<file path="src/rgs_pkg.sv">
`default_nettype none
package rgs_pkg;
	// Byte addresses of the register bank
	localparam logic [7:0] RGS_ADDR_DISQ = 8'h0b;
	localparam logic [7:0] RGS_ADDR_QUAL = 8'h0c;
	localparam logic [7:0] RGS_ADDR_FREEZE = 8'h0d;
	localparam logic [7:0] RGS_ADDR_RATE_HI = 8'h10;
	localparam logic [7:0] RGS_ADDR_RATE_LO = 8'h11;
	// Reset values
	localparam logic [7:0] RGS_RST_DISQ = 8'haa;
	localparam logic [7:0] RGS_RST_QUAL = 8'h55;
	localparam logic [7:0] RGS_RST_FREEZE = 8'h00;
	localparam logic [15:0] RGS_RST_RATE = 16'h9c40;
	// Freeze register command values
	localparam logic [7:0] RGS_FREEZE_ON = 8'h01;
	localparam logic [7:0] RGS_FREEZE_OFF = 8'h00;
	// Field width and reference count
	localparam int RGS_NREF = 4;
	localparam int RGS_FW = 2;
	// Clock rate and delay figures
	localparam longint RGS_CLK_HZ = 125000000;
	localparam longint RGS_T10_MS = 10;
	localparam longint RGS_T50_MS = 50;
	localparam longint RGS_T2500_MS = 2500;
	localparam int RGS_CNT_W = 32;
	// Longest delays round down to whole cycles
	localparam longint RGS_CYC_10 = RGS_CLK_HZ * RGS_T10_MS / 1000;
	localparam longint RGS_CYC_50 = RGS_CLK_HZ * RGS_T50_MS / 1000;
	localparam longint RGS_CYC_2500 = RGS_CLK_HZ * RGS_T2500_MS / 1000;
	// Minimum delay: one cycle
	localparam longint RGS_CYC_MIN = 1;
	// Guard timer states
	typedef enum logic [1:0] {
		RGS_QUALIFIED = 2'b00,
		RGS_DISQ_WAIT = 2'b01,
		RGS_FAILED = 2'b10,
		RGS_QUAL_WAIT = 2'b11
	} rgs_state_e;
endpackage : rgs_pkg
`default_nettype wire

</file>
<file path="src/rgs_guard.sv">
`timescale 1ns/10ps
`default_nettype none
// One reference's guard soak timer
module rgs_guard #(
	parameter logic [31:0] CYC_MIN = 32'h1,
	parameter logic [31:0] CYC_10 = 32'h1,
	parameter logic [31:0] CYC_50 = 32'h1,
	parameter logic [31:0] CYC_2500 = 32'h1
) (
	input wire logic clk_i,
	input wire logic rst_i,
	input wire logic ce_i,
	input wire logic cfm_i,
	input wire logic scm_i,
	input wire logic [1:0] disq_code_i,
	input wire logic [1:0] qual_code_i,
	output logic qualified_o
);
	rgs_pkg::rgs_state_e state_q;
	logic [31:0] cnt_q;
	logic [31:0] disq_len;
	logic [31:0] qual_len;
	logic fault;

	assign fault = cfm_i | scm_i;

	always_comb
	begin
		case (disq_code_i)
			2'b00: disq_len = CYC_MIN;
			2'b01: disq_len = CYC_10;
			2'b10: disq_len = CYC_50;
			default: disq_len = CYC_2500;
		endcase
	end

	always_comb
	begin
		qual_len = disq_len * ({30'h0, qual_code_i} + 32'h1) * 32'h2;
	end

	// Timer state machine
	always_ff @(posedge clk_i)
	begin
		if (rst_i)
		begin
			state_q <= rgs_pkg::RGS_QUALIFIED;
			cnt_q <= 32'h0;
			qualified_o <= 1'b1;
		end
		else if (ce_i)
		begin
			case (state_q)
				rgs_pkg::RGS_QUALIFIED:
				begin
					cnt_q <= 32'h0;
					if (fault)
						state_q <= rgs_pkg::RGS_DISQ_WAIT;
				end
				rgs_pkg::RGS_DISQ_WAIT:
				begin
					// Delay keeps running even if fault drops: soak is committed
					if (cnt_q + 32'h1 >= disq_len)
					begin
						state_q <= rgs_pkg::RGS_FAILED;
						qualified_o <= 1'b0;
						cnt_q <= 32'h0;
					end
					else
						cnt_q <= cnt_q + 32'h1;
				end
				rgs_pkg::RGS_FAILED:
				begin
					cnt_q <= 32'h0;
					if (!fault)
						state_q <= rgs_pkg::RGS_QUAL_WAIT;
				end
				rgs_pkg::RGS_QUAL_WAIT:
				begin
					if (fault)
					begin
						state_q <= rgs_pkg::RGS_FAILED;
						cnt_q <= 32'h0;
					end
					else if (cnt_q + 32'h1 >= qual_len)
					begin
						state_q <= rgs_pkg::RGS_QUALIFIED;
						qualified_o <= 1'b1;
						cnt_q <= 32'h0;
					end
					else
						cnt_q <= cnt_q + 32'h1;
				end
				default:
					state_q <= rgs_pkg::RGS_QUALIFIED;
			endcase
		end
	end

	requal_clean_a: assert property (
		@(posedge clk_i) disable iff (rst_i)
		(ce_i && state_q == rgs_pkg::RGS_QUAL_WAIT && fault) |=>
		state_q == rgs_pkg::RGS_FAILED && !qualified_o)
		else $error("qualify delay not abandoned on fault");
endmodule : rgs_guard
`default_nettype wire

</file>
<file path="src/rgs_top.sv">
`timescale 1ns/10ps
`default_nettype none
// Contract
// - Disqualify code picks min, 10ms, 50ms, 2.5s
// - Either fault starts disqualify, then disqualify
// - Qualify delay is 2,4,6,8 times disqualify
// - Both faults clear, qualify delay, requalify
// - Four 2-bit fields per delay register
// - Qualify register resets to 0x55
// - Writing 0x01 freezes sticky status updates
// - Writing 0x00 resumes updates; reset 0x00
// - Base rate is 16-bit hertz value
// - Base rate resets to 0x9c40
// - Wide registers big-endian, MSB lower address
module rgs_top (
	input wire logic CLK_I,
	input wire logic RST_I,
	input wire logic CE_I,
	input wire logic WR_I,
	input wire logic RD_I,
	input wire logic [7:0] ADDR_I,
	input wire logic [7:0] WDATA_I,
	output logic [7:0] RDATA_O,
	input wire logic [3:0] CFM_FAULT_I,
	input wire logic [3:0] SCM_FAULT_I,
	output logic [3:0] REF_QUALIFIED_O,
	output logic [3:0] STICKY_FAIL_O,
	output logic STATUS_FROZEN_O,
	output logic [15:0] BASE_RATE_O,
	output logic [7:0] DISQ_SEL_O,
	output logic [7:0] QUAL_SEL_O
);
	logic [7:0] freeze_q; // Full byte kept so it reads back as written
	logic [3:0] qual_w; // Per-reference guard outputs
	logic [3:0] sticky_q; // Sticky fail latch

	// delay selects, two bits per reference
	always_ff @(posedge CLK_I)
	begin
		if (RST_I)
		begin
			DISQ_SEL_O <= rgs_pkg::RGS_RST_DISQ;
			QUAL_SEL_O <= rgs_pkg::RGS_RST_QUAL;
		end
		else if (CE_I && WR_I)
		begin
			if (ADDR_I == rgs_pkg::RGS_ADDR_DISQ)
				DISQ_SEL_O <= WDATA_I;
			if (ADDR_I == rgs_pkg::RGS_ADDR_QUAL)
				QUAL_SEL_O <= WDATA_I;
		end
	end

	always_ff @(posedge CLK_I)
	begin
		if (RST_I)
			freeze_q <= rgs_pkg::RGS_RST_FREEZE;
		else if (CE_I && WR_I && ADDR_I == rgs_pkg::RGS_ADDR_FREEZE)
			freeze_q <= WDATA_I;
	end

	// Frozen only for the documented lock value; other values leave updates on
	always_ff @(posedge CLK_I)
	begin
		if (RST_I)
			STATUS_FROZEN_O <= 1'b0;
		else if (CE_I)
			STATUS_FROZEN_O <= (freeze_q == rgs_pkg::RGS_FREEZE_ON);
	end

	always_ff @(posedge CLK_I)
	begin
		if (RST_I)
			BASE_RATE_O <= rgs_pkg::RGS_RST_RATE;
		else if (CE_I && WR_I)
		begin
			if (ADDR_I == rgs_pkg::RGS_ADDR_RATE_HI)
				BASE_RATE_O[15:8] <= WDATA_I;
			if (ADDR_I == rgs_pkg::RGS_ADDR_RATE_LO)
				BASE_RATE_O[7:0] <= WDATA_I;
		end
	end

	// Per-reference guard timers
	genvar g;
	generate
		for (g = 0; g < rgs_pkg::RGS_NREF; g++)
		begin : gen_ref
			rgs_guard #(
				.CYC_MIN(32'(rgs_pkg::RGS_CYC_MIN)),
				.CYC_10(32'(rgs_pkg::RGS_CYC_10)),
				.CYC_50(32'(rgs_pkg::RGS_CYC_50)),
				.CYC_2500(32'(rgs_pkg::RGS_CYC_2500))
			) u_guard (
				.clk_i(CLK_I),
				.rst_i(RST_I),
				.ce_i(CE_I),
				.cfm_i(CFM_FAULT_I[g]),
				.scm_i(SCM_FAULT_I[g]),
				.disq_code_i(DISQ_SEL_O[2*g+1:2*g]),
				.qual_code_i(QUAL_SEL_O[2*g+1:2*g]),
				.qualified_o(qual_w[g])
			);
		end
	endgenerate

	// Qualified state registered once more for a flop-driven output
	always_ff @(posedge CLK_I)
	begin
		if (RST_I)
			REF_QUALIFIED_O <= 4'hf;
		else if (CE_I)
			REF_QUALIFIED_O <= qual_w;
	end

	always_ff @(posedge CLK_I)
	begin
		if (RST_I)
			sticky_q <= 4'h0;
		else if (CE_I && !STATUS_FROZEN_O)
			sticky_q <= sticky_q | ~qual_w;
	end

	// Visible copy; it has no read address and only reset clears it
	always_ff @(posedge CLK_I)
	begin
		if (RST_I)
			STICKY_FAIL_O <= 4'h0;
		else if (CE_I)
			STICKY_FAIL_O <= sticky_q;
	end

	// Read mux, unmapped addresses read zero
	always_ff @(posedge CLK_I)
	begin
		if (RST_I)
			RDATA_O <= 8'h00;
		else if (CE_I && RD_I)
		begin
			case (ADDR_I)
				rgs_pkg::RGS_ADDR_DISQ: RDATA_O <= DISQ_SEL_O;
				rgs_pkg::RGS_ADDR_QUAL: RDATA_O <= QUAL_SEL_O;
				rgs_pkg::RGS_ADDR_FREEZE: RDATA_O <= freeze_q;
				rgs_pkg::RGS_ADDR_RATE_HI: RDATA_O <= BASE_RATE_O[15:8];
				rgs_pkg::RGS_ADDR_RATE_LO: RDATA_O <= BASE_RATE_O[7:0];
				default: RDATA_O <= 8'h00;
			endcase
		end
	end

	sticky_frozen_a: assert property (
		@(posedge CLK_I) disable iff (RST_I)
		STATUS_FROZEN_O |=> $stable(sticky_q))
		else $error("sticky status changed while frozen");

	lock_write_a: assert property (
		@(posedge CLK_I) disable iff (RST_I)
		(CE_I && WR_I && ADDR_I == rgs_pkg::RGS_ADDR_FREEZE &&
		WDATA_I == rgs_pkg::RGS_FREEZE_ON) ##1 CE_I
		|=> STATUS_FROZEN_O)
		else $error("lock value did not freeze status");

	unlock_write_a: assert property (
		@(posedge CLK_I) disable iff (RST_I)
		(CE_I && WR_I && ADDR_I == rgs_pkg::RGS_ADDR_FREEZE &&
		WDATA_I == rgs_pkg::RGS_FREEZE_OFF) ##1 CE_I
		|=> !STATUS_FROZEN_O)
		else $error("unlock value did not resume updates");

	// lock register reads back as written
	freeze_read_a: assert property (
		@(posedge CLK_I) disable iff (RST_I)
		(CE_I && RD_I && ADDR_I == rgs_pkg::RGS_ADDR_FREEZE)
		|=> RDATA_O == $past(freeze_q))
		else $error("lock register read back wrong");

	// high byte lands in upper half
	rate_hi_byte_a: assert property (
		@(posedge CLK_I) disable iff (RST_I)
		(CE_I && WR_I && ADDR_I == rgs_pkg::RGS_ADDR_RATE_HI)
		|=> BASE_RATE_O[15:8] == $past(WDATA_I)
		&& BASE_RATE_O[7:0] == $past(BASE_RATE_O[7:0]))
		else $error("big-endian high byte misplaced");

	// low byte lands in lower half
	rate_lo_byte_a: assert property (
		@(posedge CLK_I) disable iff (RST_I)
		(CE_I && WR_I && ADDR_I == rgs_pkg::RGS_ADDR_RATE_LO)
		|=> BASE_RATE_O[7:0] == $past(WDATA_I))
		else $error("base rate low byte misplaced");

	disq_store_a: assert property (
		@(posedge CLK_I) disable iff (RST_I)
		(CE_I && WR_I && ADDR_I == rgs_pkg::RGS_ADDR_DISQ)
		|=> DISQ_SEL_O == $past(WDATA_I))
		else $error("disqualify select not stored");

	qual_store_a: assert property (
		@(posedge CLK_I) disable iff (RST_I)
		(CE_I && WR_I && ADDR_I == rgs_pkg::RGS_ADDR_QUAL)
		|=> QUAL_SEL_O == $past(WDATA_I))
		else $error("qualify select not stored");

	disq_reset_a: assert property (
		@(posedge CLK_I)
		$past(RST_I) |-> DISQ_SEL_O == rgs_pkg::RGS_RST_DISQ &&
		QUAL_SEL_O == rgs_pkg::RGS_RST_QUAL)
		else $error("delay select reset value wrong");

	rate_reset_a: assert property (
		@(posedge CLK_I)
		$past(RST_I) |-> BASE_RATE_O == rgs_pkg::RGS_RST_RATE &&
		!STATUS_FROZEN_O)
		else $error("base rate reset value wrong");

	min_disq_a: assert property (
		@(posedge CLK_I) disable iff (RST_I)
		(CE_I && DISQ_SEL_O[1:0] == 2'b00 && gen_ref[0].u_guard.state_q ==
		rgs_pkg::RGS_QUALIFIED && (CFM_FAULT_I[0] | SCM_FAULT_I[0]))
		##1 CE_I [*2] |=> !qual_w[0])
		else $error("minimum disqualify delay not honoured");

	// Clock enable low holds selects, base rate, read data, lock byte, qualified and sticky outputs
	ce_hold_a: assert property (
		@(posedge CLK_I) disable iff (RST_I)
		!CE_I |=> $stable(DISQ_SEL_O) && $stable(QUAL_SEL_O) &&
		$stable(BASE_RATE_O) && $stable(RDATA_O) &&
		$stable(REF_QUALIFIED_O) && $stable(STICKY_FAIL_O) &&
		$stable(freeze_q))
		else $error("state moved with clock enable low");
endmodule : rgs_top
`default_nettype wire

</file>
<file path="config.mk">
export PLATFORM = sky130hd
export DESIGN_NAME = rgs_top
export DESIGN_NICKNAME = d
export VERILOG_FILES = /design/src/rgs_pkg.sv /design/src/rgs_guard.sv /design/src/rgs_top.sv
export SDC_FILE = /design/constraint.sdc
export NUM_CORES = 1
export LEC_CHECK = 0
export ABC_CLOCK_PERIOD_IN_PS = 7000
export BUFFER_PORTS_ARGS = -buffer_cell sky130_fd_sc_hd__buf_4
export CAP_MARGIN = 10
export CORE_MARGIN = 2
export CORE_UTILIZATION = 35
export DETAILED_ROUTE_END_ITERATION = 16
export GPL_TIMING_DRIVEN = 0
export HOLD_SLACK_MARGIN = 0.05
export SKIP_LAST_GASP = 1
export SLEW_MARGIN = 20
export SYNTH_ARGS = -nofsm -noshare
export SYNTH_HDL_FRONTEND = slang
export SYNTH_HIERARCHICAL = 1
export SYNTH_SLANG_ARGS = --single-unit
</file>
<file path="constraint.sdc">
create_clock -name CLK_I -period 7 [get_ports CLK_I]
set_clock_uncertainty 0.2 [all_clocks]
set_input_delay 0.7 -clock CLK_I [delete_from_list [all_inputs] [get_ports CLK_I]]
set_output_delay 0.7 -clock CLK_I [all_outputs]
set_load 0.01 [all_outputs]
</file>
==> results.ini <==
[critical_path]
cp.arrival_ps = 6920
r2r_start = QUAL_SEL_O[0]$_SDFFE_PP1P_
reg2reg_slack_ps = 360
r2r_cells = 29
start_kind = register
crit_end = gen_ref[0].u_guard/cnt_q[6]$_SDFFE_PP0P_
r2r_end = gen_ref[0].u_guard/cnt_q[6]$_SDFFE_PP0P_
path_max_fanout = 10
crit_start = QUAL_SEL_O[0]$_SDFFE_PP1P_
critPathRequiredTime_ps = 7290
slowest_delay_ps = 430
cp_common_cell = ha_1
end_kind = register
critPathSlowestCell = a2111oi_4
critPathKind = register to register

[timing]
finalSetupViolations = 0
hold_viol = 0
relSlewSlack_pct = 37.88
fmax_mhz = 150.7
min_period_ps = 6635
finalSetupTns_ps = 0
maxSlewViolCount = 0
period_share_pct = 94.79
worst_pin_slew_ps = 929.5

[detailed_routing]
route.detailed.drc = 0
vias = 20960
final_antenna_net_count = 0
wl_per_cell_um = 17.53
firstDrtPassIters = 5
vias_per_cell = 5.417
drtIter0Drc = 1195
drt_wl_total_um = 67830

[synth]
async_flop_share_pct = 0
syn-instance-count = 2883
synth_seq_area_share_pct = 17.29
synthesis.nets = 3288
yosysUniqueCellTypes = 112
synth-edff-count = 0
avgSynthCellArea_um2 = 8.074
yosys_warnings = 6
synth_ff_type = dfxtp_1
synth_area_um2 = 23280
ys_ff_latch = 201

[flow_run]
maxCapViolations = 0

[finish]
areaGrowthSynthToFinish_pct = 12.62
drive_gt1_share_pct = 11.55
nNetsFinal = 3396
n_antenna_cell = 0
design_area_um2 = 26220
final_common_cell = ha_1
final_cell_mix = 343 x ha_1, 240 x nor2_1, 239 x nand2_1

[cts]
clockBufferDepth = 3
numCtsBuffers = 24
worstSkewPairLatency_ps = 540
path_clk_slew_ps = 60
cts-root-buf = clkbuf_16
cts_sinks = 201
ctsHtreeMaxLevel = 1
cts_tree = built
hold_buffers = 0

[floorplanning]
die_w_um = 261.9
io_pins = 78
coreArea_um2 = 65750
die_height_um = 261.9
rows = 94
floorplan.initialDensity_pct = 35.41
die-area_um2 = 68590

[grt]
antenna_found_initial = 5
grt-ovfl-total = 0
grt_pass1_vias = 19800
groute.usage.overall_pct = 19.25
grt_max_degree = 16
grt_pass1_wl_um = 106400

[power]
vdd_drop_max_mv = 0.1576
power_density_nw_per_um2 = 100.1
power_leakage_nw = 11.93

[hold_path]
min_path_type = primary input to register

[placed_design]
portBuffers = 77
routabilityCongestion = 0.8727
dp_hpwl_um = 54290
placed_cell_area_um2 = 24950

[outcome]
status = complete, no violations

-- cell usage after synthesis, drive strengths merged, types with 21 or more instances --
| master | count | area, um2 |
|---|---|---|
| o21ai | 92 | 460.4 |
| nor3 | 69 | 384.1 |
| and4 | 21 | 186.4 |
| fa | 21 | 420.4 |
| a21oi | 140 | 723.2 |
| o211ai | 22 | 183.9 |
| nand4 | 90 | 615.6 |
| o21a | 23 | 172.7 |
| dfxtp | 201 | 4024 |
| nand3 | 95 | 513.0 |
| a211o | 25 | 219.0 |
| nor4 | 33 | 319.0 |
| nand2b | 39 | 244.0 |
| inv | 176 | 660.6 |
| ha | 355 | 4442 |
| a31oi | 31 | 193.9 |
| xnor2 | 149 | 1313 |
| xor2 | 142 | 1259 |
| buf | 49 | 327.8 |
| nor2b | 51 | 319.1 |
| clkbuf | 71 | 267.8 |
| mux2i | 56 | 560.5 |
| nor2 | 245 | 927.1 |
| o31ai | 22 | 183.9 |
| and3 | 39 | 244.0 |
| nand2 | 246 | 935.9 |
| and2 | 28 | 175.2 |
| o21bai | 33 | 247.7 |
| a21o | 59 | 442.9 |
-- stage by stage --
stage                     setup slack, ps  util (%)  hold WS (ps)  power [mW]  instances
after floorplan                     82.76         -         240.0       1.328       2883
after global placement              -2018     37.93         254.3       1.419       3824
after CTS                           8.635     39.35         199.6       2.650       3861
after detailed placement            -1773     37.94         265.8       1.421       3824
after global routing               -4.294     39.87         213.3       2.719       3869
final                               364.9     39.87         217.2       2.624       3869
-- cells by family (layout without fill, tap and decap cells) --
| family | Yosys count | in the layout | share of synthesized area (%) |
|---|---|---|---|
| xor gates and xnor gates | 295 | 295 | 11.43 |
| and+or+nand+nor | 1035 | 1035 | 23.57 |
| AOI/OAI and AO/OA | 606 | 607 | 18.36 |
| DFF | 201 | 201 | 17.29 |
| muxes | 59 | 59 | 2.553 |
| adders and majority gates | 386 | 386 | 21.32 |
| buffers and inverters | 301 | 422 | 5.477 |
-- routing by layer --
layer,track usage (%),share of wire (%)
met5,0,0.088
met4,4.614,2.0
met3,3.887,6.4
met2,31.25,44
met1,26.14,47
-- final cells by class --
type / instances / area [um2]
flip-flops and latches: 201 / 4060
repair buffers: 94 / 715.7
plain buffers: 107 / 563.0
well taps: 864 / 1081
inverters: 181 / 686.9
fillers: 6706 / 39530
multi-input cells: 2382 / 18350
clock buffers: 31 / 676.9
clock inverters: 9 / 83.83
-- flip-flops by register name, summed over array words and instances (netlist names) --
name / flops
sticky_q: 4
gen_ref.u_guard/state_q: 8
freeze_q: 8
QUAL_SEL_O: 8
BASE_RATE_O: 16
STICKY_FAIL_O: 4
REF_QUALIFIED_O: 4
STATUS_FROZEN_O: 1
gen_ref.u_guard/cnt_q: 128
RDATA_O: 8
gen_ref.u_guard/qualified_o: 4
DISQ_SEL_O: 8
-- critical path: cells and delay by family (launching register included) --
family          cells  cell delay, ps
fa+ha+maj           5            1440
buf+inv             2             430
flops               1             380
simple gates        5             650
xor+xnor            2             320
compound gates     15            3130
-- report_power, final --
| part | switching [mW] | leakage (nW) | internal, mW |
|---|---|---|---|
| clock network | 0.510 | 0.379 | 0.715 |
| registers | 0.0213 | 1.63 | 1.16 |
| logic | 0.142 | 9.93 | 0.0795 |
| total | 0.674 | 11.9 | 1.95 |
-- worst min-delay path by stage --
| stage | depth (start not counted) | start | slack (ps) | to |
|---|---|---|---|---|
| floorplan | 2 | sticky_q[1]$_SDFFE_PP0P_ | 240 | sticky_q[1]$_SDFFE_PP0P_ |
| global placement | 2 | sticky_q[2]$_SDFFE_PP0P_ | 250 | sticky_q[2]$_SDFFE_PP0P_ |
| detailed placement | 2 | sticky_q[2]$_SDFFE_PP0P_ | 270 | sticky_q[2]$_SDFFE_PP0P_ |
| CTS | 2 | WDATA_I[3] | 200 | DISQ_SEL_O[3]$_SDFFE_PP1P_ |
| global route | 2 | WDATA_I[3] | 210 | DISQ_SEL_O[3]$_SDFFE_PP1P_ |
| finish | 2 | WDATA_I[3] | 220 | DISQ_SEL_O[3]$_SDFFE_PP1P_ |
-- timing repair --
item / 4_1_cts / 5_1_grt
gates cloned: 0 / 2
buffers inserted: 4 / 12
setup endpoints to repair: 140 / 135
pin swaps: 3 / 10
resized for setup: 53 / 62
(Power assumes the default switching activity.)
